<file path="config.mk">
export PLATFORM = sky130hd
export DESIGN_NAME = ufi_irq_flags
export DESIGN_NICKNAME = d
export VERILOG_FILES = /design/src/ufi_pkg.sv /design/src/ufi_sof_gen.sv /design/src/ufi_irq_flags.sv
export VERILOG_INCLUDE_DIRS = /design/src
export SDC_FILE = /design/constraint.sdc
export NUM_CORES = 1
export LEC_CHECK = 0
export ABC_AREA = 1
export BUFFER_PORTS_ARGS = -buffer_cell sky130_fd_sc_hd__buf_2
export CORE_AREA = 2 2 79 81
export DETAILED_ROUTE_END_ITERATION = 8
export DIE_AREA = 0 0 81 83
export GPL_TIMING_DRIVEN = 0
export PLACE_DENSITY = 0.66
export SLEW_MARGIN = 0
export SYNTH_ARGS = -nofsm -noshare
export SYNTH_HDL_FRONTEND = slang
export SYNTH_HIERARCHICAL = 1
export SYNTH_SLANG_ARGS = --single-unit
</file>
<file path="constraint.sdc">
create_clock -name i_clk -period 1.2 [get_ports i_clk]
set_input_delay 0.12 -clock i_clk [delete_from_list [all_inputs] [get_ports i_clk]]
set_output_delay 0.12 -clock i_clk [all_outputs]
set_load 0.01 [all_outputs]
</file>
<file path="src/ufi_consts.svh">
`ifndef UFI_CONSTS_SVH
`define UFI_CONSTS_SVH

`define UFI_ADDR_OUT_FLAGS 8'h04
`define UFI_ADDR_CMN_FLAGS 8'h06
`define UFI_ADDR_OUT_EN 8'h09
`define UFI_ADDR_CMN_EN 8'h0b
`define UFI_ADDR_CTRL 8'h0e

`define UFI_RST_FLAGS 8'h00
`define UFI_RST_OUT_EN 8'h0e
`define UFI_RST_CMN_EN 8'h06
`define UFI_RST_CTRL 8'h00

`define UFI_OUT_MASK 8'h0e
`define UFI_CMN_MASK 8'h0f
`define UFI_CTRL_MASK 8'h03

`define UFI_BIT_SUS 0
`define UFI_BIT_RSU 1
`define UFI_BIT_RST 2
`define UFI_BIT_SOF 3
`define UFI_BIT_OUT_EP1 1
`define UFI_BIT_SUSDET 0
`define UFI_BIT_GIE 1

`define UFI_CLK_KHZ 10000
`define UFI_FRAME_US 1000
`define UFI_FRAME_CYC ((`UFI_FRAME_US * `UFI_CLK_KHZ) / 1000)
`define UFI_GUARD_US 20
`define UFI_GUARD_CYC ((`UFI_GUARD_US * `UFI_CLK_KHZ) / 1000)

`endif

</file>
<file path="src/ufi_pkg.sv">
package ufi_pkg;
  typedef logic [7:0] ufi_byte_t;
  typedef enum logic [0:0]
  {
    UFI_UNLOCKED = 1'b0,
    UFI_LOCKED = 1'b1
  } ufi_sof_state_t;
endpackage : ufi_pkg

</file>
<file path="src/ufi_sof_gen.sv">
`timescale 1ns/1ns
`include "ufi_consts.svh"

module ufi_sof_gen #(
  parameter int unsigned FRAME_CYC = `UFI_FRAME_CYC,
  parameter int unsigned GUARD_CYC = `UFI_GUARD_CYC
) (
  input wire logic i_clk,
  input wire logic i_rst_n,
  input wire logic i_ce,
  input wire logic i_sof_token,
  input wire logic i_unlock,
  output logic o_sof_evt
);
  localparam int CW = $clog2(FRAME_CYC + 1);
  localparam logic [CW-1:0] LAST = CW'(FRAME_CYC - 1);
  localparam logic [CW-1:0] GLAST = CW'(GUARD_CYC - 1);

  ufi_pkg::ufi_sof_state_t state_r;
  ufi_pkg::ufi_sof_state_t state_nxt;
  logic [CW-1:0] cnt_r;
  logic [CW-1:0] cnt_nxt;
  logic synth_r;
  logic synth_nxt;
  logic evt_nxt;

  // Frame time elapsed with no token seen
  wire expired = (state_r == ufi_pkg::UFI_LOCKED) && (cnt_r == LAST);
  // Late token just after a synthesized start is the same frame
  wire absorb = i_sof_token && synth_r;
  wire restart = i_sof_token || expired || i_unlock;

  assign evt_nxt = !i_unlock && ((i_sof_token && !absorb) || expired);
  assign state_nxt = i_unlock ? ufi_pkg::UFI_UNLOCKED :
    (i_sof_token ? ufi_pkg::UFI_LOCKED : state_r);
  assign cnt_nxt = restart ? '0 : CW'(cnt_r + 1'b1);
  assign synth_nxt = (i_unlock || i_sof_token) ? 1'b0 :
    (expired ? 1'b1 : ((cnt_r == GLAST) ? 1'b0 : synth_r));

  always_ff @(posedge i_clk or negedge i_rst_n)
  begin
    if (!i_rst_n)
    begin
      state_r <= ufi_pkg::UFI_UNLOCKED;
      cnt_r <= '0;
      synth_r <= 1'b0;
      o_sof_evt <= 1'b0;
    end
    else if (i_ce)
    begin
      state_r <= state_nxt;
      cnt_r <= cnt_nxt;
      synth_r <= synth_nxt;
      o_sof_evt <= evt_nxt;
    end
  end
endmodule : ufi_sof_gen

</file>
<file path="src/ufi_irq_flags.sv">
// Behaviour
// - OUT flags at 0x04, write one to clear: bits 3..1 for endpoints 3..1, rest zero.
// - Common flags at 0x06, write one to clear: frame start, bus reset, resume, suspend.
// - Frame-start flag sets when a frame-start token arrives from the host.
// - Frame-start event synthesized at expected time even if token is lost.
// - Reading either flag register clears all its flags.
// - Interrupt request while any enabled flag is set and global enable on.
// - Each common flag gated by own enable; frame-start enable clear at reset.
//
// Implementation choice: strobed register access.
`timescale 1ns/1ns
`include "ufi_consts.svh"

module ufi_irq_flags #(
  parameter int unsigned FRAME_CYC = `UFI_FRAME_CYC,
  parameter int unsigned GUARD_CYC = `UFI_GUARD_CYC
) (
  input wire logic i_clk,
  input wire logic i_arst_n,
  input wire logic i_ce,
  input wire logic [7:0] i_addr,
  input wire logic [7:0] i_wdata,
  input wire logic i_wr,
  input wire logic i_rd,
  input wire logic [2:0] i_out_ep_done,
  input wire logic i_sof_token,
  input wire logic i_bus_reset_sig,
  input wire logic i_resume_sig,
  input wire logic i_suspend_sig,
  input wire logic i_suspended,
  output logic [7:0] o_rdata,
  output logic o_irq
);
  logic rst_meta_r;
  logic rst_n;
  ufi_pkg::ufi_byte_t out_r;
  ufi_pkg::ufi_byte_t out_nxt;
  ufi_pkg::ufi_byte_t cmn_r;
  ufi_pkg::ufi_byte_t cmn_nxt;
  ufi_pkg::ufi_byte_t out_en_r;
  ufi_pkg::ufi_byte_t out_en_nxt;
  ufi_pkg::ufi_byte_t cmn_en_r;
  ufi_pkg::ufi_byte_t cmn_en_nxt;
  ufi_pkg::ufi_byte_t ctrl_r;
  ufi_pkg::ufi_byte_t ctrl_nxt;
  ufi_pkg::ufi_byte_t rdata_nxt;
  logic irq_nxt;
  logic sof_evt;

  function automatic logic hit(input logic [7:0] addr, input logic [7:0] reg_addr);
    hit = (addr == reg_addr);
  endfunction : hit

  // Reset release through two flops
  always_ff @(posedge i_clk or negedge i_arst_n)
  begin
    if (!i_arst_n)
    begin
      rst_meta_r <= 1'b0;
      rst_n <= 1'b0;
    end
    else
    begin
      rst_meta_r <= 1'b1;
      rst_n <= rst_meta_r;
    end
  end

  ufi_sof_gen #(
    .FRAME_CYC(FRAME_CYC),
    .GUARD_CYC(GUARD_CYC)
  ) u_sof_gen (
    .i_clk(i_clk),
    .i_rst_n(rst_n),
    .i_ce(i_ce),
    .i_sof_token(i_sof_token),
    .i_unlock(i_bus_reset_sig || i_suspend_sig),
    .o_sof_evt(sof_evt)
  );

  wire rd_out = i_rd && hit(i_addr, `UFI_ADDR_OUT_FLAGS);
  wire rd_cmn = i_rd && hit(i_addr, `UFI_ADDR_CMN_FLAGS);
  wire wr_out = i_wr && hit(i_addr, `UFI_ADDR_OUT_FLAGS);
  wire wr_cmn = i_wr && hit(i_addr, `UFI_ADDR_CMN_FLAGS);
  wire wr_out_en = i_wr && hit(i_addr, `UFI_ADDR_OUT_EN);
  wire wr_cmn_en = i_wr && hit(i_addr, `UFI_ADDR_CMN_EN);
  wire wr_ctrl = i_wr && hit(i_addr, `UFI_ADDR_CTRL);

  // Event sources
  wire [7:0] out_set = {4'h0, i_out_ep_done, 1'b0};
  wire sus_set = i_suspend_sig && ctrl_r[`UFI_BIT_SUSDET];
  wire rsu_set = i_resume_sig && i_suspended;
  wire [7:0] cmn_set = {4'h0, sof_evt, i_bus_reset_sig, rsu_set, sus_set};

  // Read clears all, write of one clears that bit; set wins
  wire [7:0] out_clr = rd_out ? 8'hff : (wr_out ? i_wdata : 8'h00);
  wire [7:0] cmn_clr = rd_cmn ? 8'hff : (wr_cmn ? i_wdata : 8'h00);

  assign out_nxt = ((out_r & ~out_clr) | out_set) & `UFI_OUT_MASK;
  assign cmn_nxt = ((cmn_r & ~cmn_clr) | cmn_set) & `UFI_CMN_MASK;
  assign out_en_nxt = wr_out_en ? (i_wdata & `UFI_OUT_MASK) : out_en_r;
  assign cmn_en_nxt = wr_cmn_en ? (i_wdata & `UFI_CMN_MASK) : cmn_en_r;
  assign ctrl_nxt = wr_ctrl ? (i_wdata & `UFI_CTRL_MASK) : ctrl_r;

  // Request follows the flags as they will stand next cycle
  assign irq_nxt = ctrl_nxt[`UFI_BIT_GIE] &&
    (|((out_nxt & out_en_nxt) | (cmn_nxt & cmn_en_nxt)));

  // Pre-clear value is returned by a clearing read
  assign rdata_nxt = !i_rd ? 8'h00 :
    rd_out ? out_r :
    rd_cmn ? cmn_r :
    hit(i_addr, `UFI_ADDR_OUT_EN) ? out_en_r :
    hit(i_addr, `UFI_ADDR_CMN_EN) ? cmn_en_r :
    hit(i_addr, `UFI_ADDR_CTRL) ? ctrl_r : 8'h00;

  always_ff @(posedge i_clk or negedge rst_n)
  begin
    if (!rst_n)
    begin
      out_r <= `UFI_RST_FLAGS;
      cmn_r <= `UFI_RST_FLAGS;
      out_en_r <= `UFI_RST_OUT_EN;
      cmn_en_r <= `UFI_RST_CMN_EN;
      ctrl_r <= `UFI_RST_CTRL;
    end
    else if (i_ce)
    begin
      out_r <= out_nxt;
      cmn_r <= cmn_nxt;
      out_en_r <= out_en_nxt;
      cmn_en_r <= cmn_en_nxt;
      ctrl_r <= ctrl_nxt;
    end
  end

  always_ff @(posedge i_clk or negedge rst_n)
  begin
    if (!rst_n)
    begin
      o_rdata <= 8'h00;
      o_irq <= 1'b0;
    end
    else if (i_ce)
    begin
      o_rdata <= rdata_nxt;
      o_irq <= irq_nxt;
    end
  end
endmodule : ufi_irq_flags

</file>
==> results.py <==
metrics = {
    "worst_setup_path": {
        "cp_top_family": "simple AND/OR/NAND/NOR gates",
        "cp-start-kind": "flop",
        "arrival_ns": 1.47,
        "cp.required_ns": 1.39,
        "path_class": "flop to flop",
        "critPathMaxFanout": 8,
        "r2r_start": "u_sof_gen/cnt_r[1]",
        "r2r_cells": 6,
        "crit_chain": "ha_4 -> nand3_4 -> nor2_4 -> nand3_4 -> nand2_8 -> nor2_1",
        "slowest_stage": "dfrtp_2",
        "rrSetupSlack_ns": -0.08,
        "path_buf_inv": 0,
        "worst_path_largest_cell_delay_ns": 0.43,
        "r2r_end": "u_sof_gen/cnt_r[8]",
        "cp_common_cell": "nand3_4",
        "crit_path_end_kind": "flop",
    },
    "synth": {
        "synth_top_area_share_pct": 34.45,
        "synthSimpleGateAreaFrac_pct": 37.99,
        "ys_ff_latch": 40,
        "yosys.area_share.adder_pct": 0.9843,
        "ys_seq_area_share_pct": 39.62,
        "synth_top_family_by_area": "simple AND/OR/NAND/NOR gates",
        "yosys-top-cells-count": "nand2_1 (90), inv_1 (46), nor2_1 (38), dfrtp_1 (35), nand3_1 (34)",
        "synth_area_per_cell_um2": 7.122,
        "synth-xor-area-share_pct": 1.033,
        "synth_area_um2": 2542,
        "synthMuxAreaShare_pct": 0,
        "synth_area_leaders": "dfrtp_1 (34%), nand2_1 (13%), inv_1 (6.8%)",
        "syn_inst": 357,
        "synth_flop_cell": "dfrtp_1",
        "synth.most_common_cell": "nand2_1",
        "yosys_warnings": 6,
        "synth_compound_area_share_pct": 10.24,
        "synth_enable_flop_cells": 0,
        "synth_cell_types": 32,
        "async_flop_share_pct": 100.0,
        "synth_top_cell_by_area": "dfrtp_1",
    },
    "sta": {
        "slew_headroom_pct": 45.57,
        "setup_slack_ns": -0.08332,
        "finalClockSkew_ns": 0.006021,
        "max_freq_ghz": 0.7792,
        "min_period_ns": 1.283,
        "rsz0062_at_grt": "yes",
        "worst_pin_slew_ns": 0.8164,
        "fin_crit_sh_pct": 106.9,
        "setup_viol": 13,
        "hold_viol_final": 0,
        "drv_slew": 0,
        "whs_ns": 0.1272,
    },
    "pwr": {
        "p_per_area_nw_per_um2": 922.9,
        "switching_share_pct": 28.92,
        "p_int_mw": 2.115,
        "p_leak_nw": 1.532,
        "vdd.ir_drop.worst_uv": 663.9,
        "pwr-share-clk_pct": 32.3,
        "seqPwrFrac_pct": 51.2,
        "power_frac_comb_pct": 16.5,
        "p_sw_mw": 0.8605,
    },
    "placed_design": {
        "gp_congestion": 0.8960,
        "dp_hpwl_mm": 4.505,
        "port_buffers": 29,
        "dp_worst_setup_slack_ns": -0.3341,
    },
    "clock_network": {
        "clock-sinks": 40,
        "root_buffer": "clkbuf_8",
        "clk_pin_slew_ns": 0.08,
        "cts_tree": "built",
        "clock_latency_ns": 0.30,
        "htree_levels": 2,
        "clk_path_buf_depth": 2,
        "cts_buffers": 5,
    },
    "run_status": {
        "violations": "negative setup slack",
        "status": "complete, but fails checks",
    },
    "global_routing": {
        "grt_pass1_vias": 2279,
        "grt_use_total_pct": 19.49,
        "grt_overflow": 0,
        "grt_max_degree": 39,
        "grt_antenna_before_repair": 0,
        "grt_pass1_wl_mm": 10.29,
    },
    "detailed_routing": {
        "remaining_drc_errors": 0,
        "avgRoutedWirePerCell_um": 13.43,
        "num_vias": 2512,
        "avgViaCountPerCell": 5.116,
        "ant_nets": 0,
        "first_pass_iters": 5,
        "wl_mm": 6.595,
        "drtIter0Drc": 128,
    },
    "finish": {
        "antenna_cells": 0,
        "regArea_um2": 1021,
        "multi_input_area_um2": 1459,
        "drive_above_1_share_pct": 33.41,
        "fin_util_pct": 55.44,
        "nFillCells": 564,
        "nets": 446,
        "area_growth_pct": 26.82,
    },
    "die": {
        "die-width_um": 81,
        "num_rows": 28,
        "die-area_um2": 6723,
        "die_h_um": 83,
        "io_pins": 38,
        "initial_core_util_pct": 43.72,
        "design.core.area_um2": 5816,
    },
    "flow_run": {
        "drv_cap": 0,
    },
    "min_path": {
        "hp-class": "primary input to async pin",
    },
}
-- final cells by class --
class                   count  share of cell area (%)
multi-input cells         261                   45.25
flip-flops and latches     40                   31.66
repair buffers             47                   9.546
inverters                  50                   5.937
well taps                  75                   2.910
clock buffers               8                   2.794
plain buffers              10                   1.901
-- placed cells by master (no fill, tap or decap), drive strengths merged --
cell type / netlist / layout
a21boi: 1 / 1
a31oi: 2 / 2
or2: 2 / 2
nand4: 9 / 9
buf: 7 / 53
nand2: 99 / 99
nand3b: 1 / 1
o21ai: 32 / 32
a21oi: 10 / 10
conb: 2 / 5
dfrtp: 35 / 35
clkinv: 1 / 1
clkbuf: 3 / 11
nand3: 38 / 38
inv: 49 / 49
ha: 2 / 2
o22ai: 3 / 3
dlygate4sd3: 0 / 1
dfstp: 5 / 5
o21bai: 1 / 1
nor2: 50 / 51
xor2: 3 / 3
nor3: 2 / 2
-- worst reg2reg max path: stages, from the launching register on --
cell	delay, ns
dfrtp_2	0.43
ha_4	0.17
nand3_4	0.10
nor2_4	0.13
nand3_4	0.16
nand2_8	0.15
nor2_1	0.05
-- layer usage --
metal  share of wire, %  track usage, %
met1                 42           24.72
met5                  0               0
met4                2.8           7.088
met3                5.9           3.370
met2                 49           32.76
-- worst max path at each step --
stage,cells past startpoint,endpoint,slack (ns),start
6_report,6,u_sof_gen/cnt_r[8],-0.08,u_sof_gen/cnt_r[1]
5_1_grt,6,u_sof_gen/cnt_r[5],-0.14,u_sof_gen/cnt_r[6]
4_1_cts,6,u_sof_gen/cnt_r[8],-0.09,u_sof_gen/cnt_r[1]
3_5_place_dp,13,o_irq,-0.33,i_addr[7]
3_3_place_gp,0,u_sof_gen/cnt_r[6],-0.47,rst_n
2_1_floorplan,6,u_sof_gen/cnt_r[9],-0.03,u_sof_gen/cnt_r[0]
-- repair_timing --
| action | in CTS | in global routing |
|---|---|---|
| buffers inserted | 5 | 12 |
| hold buffers | 1 | 0 |
| resized for setup | 7 | 46 |
| endpoints found under the hold margin | 2 | 0 |
| pin swaps | 8 | 32 |
| endpoints found under the setup margin | 17 | 18 |
| cloned | 0 | 1 |
-- sequential cells by signal, summed over array words and instances, names as in the netlist --
name                 flops
ctrl_r                   2
o_irq                    1
rst_meta_r               1
cmn_r                    4
out_r                    3
out_en_r                 3
u_sof_gen/cnt_r         14
u_sof_gen/o_sof_evt      1
u_sof_gen/state_r        1
o_rdata                  4
rst_n                    1
cmn_en_r                 4
u_sof_gen/synth_r        1
-- kinds of logic after synthesis --
family / Yosys count
other: 2
AND/OR/NAND/NOR: 201
AO/OA/AOI/OAI: 49
buffers and inverters: 60
XOR/XNOR: 3
adder cells (fa/ha/maj): 2
flip-flops: 40
-- power by group through the flow --
stage,combinational [mW],sequential [mW],clock [mW]
after floorplan,0.290,1.53,0
after global placement,0.416,1.55,0
after detailed placement,0.424,1.55,0
after CTS,0.436,1.52,0.986
after global routing,0.552,1.54,1.05
final,0.491,1.52,0.961
-- stage by stage --
stage                     setup TNS, ns  cells  total power, mW  cell area [um^2]
after global routing             -1.715    491            3.140              3224
after CTS                       -0.9107    478            2.947              2970
after floorplan                 -0.2003    360            1.825              2566
final                           -0.8406    491            2.976              3224
after global placement           -19.50    464            1.964              2805
after detailed placement         -4.194    464            1.972              2806
Power figures use the tool's default switching activity.
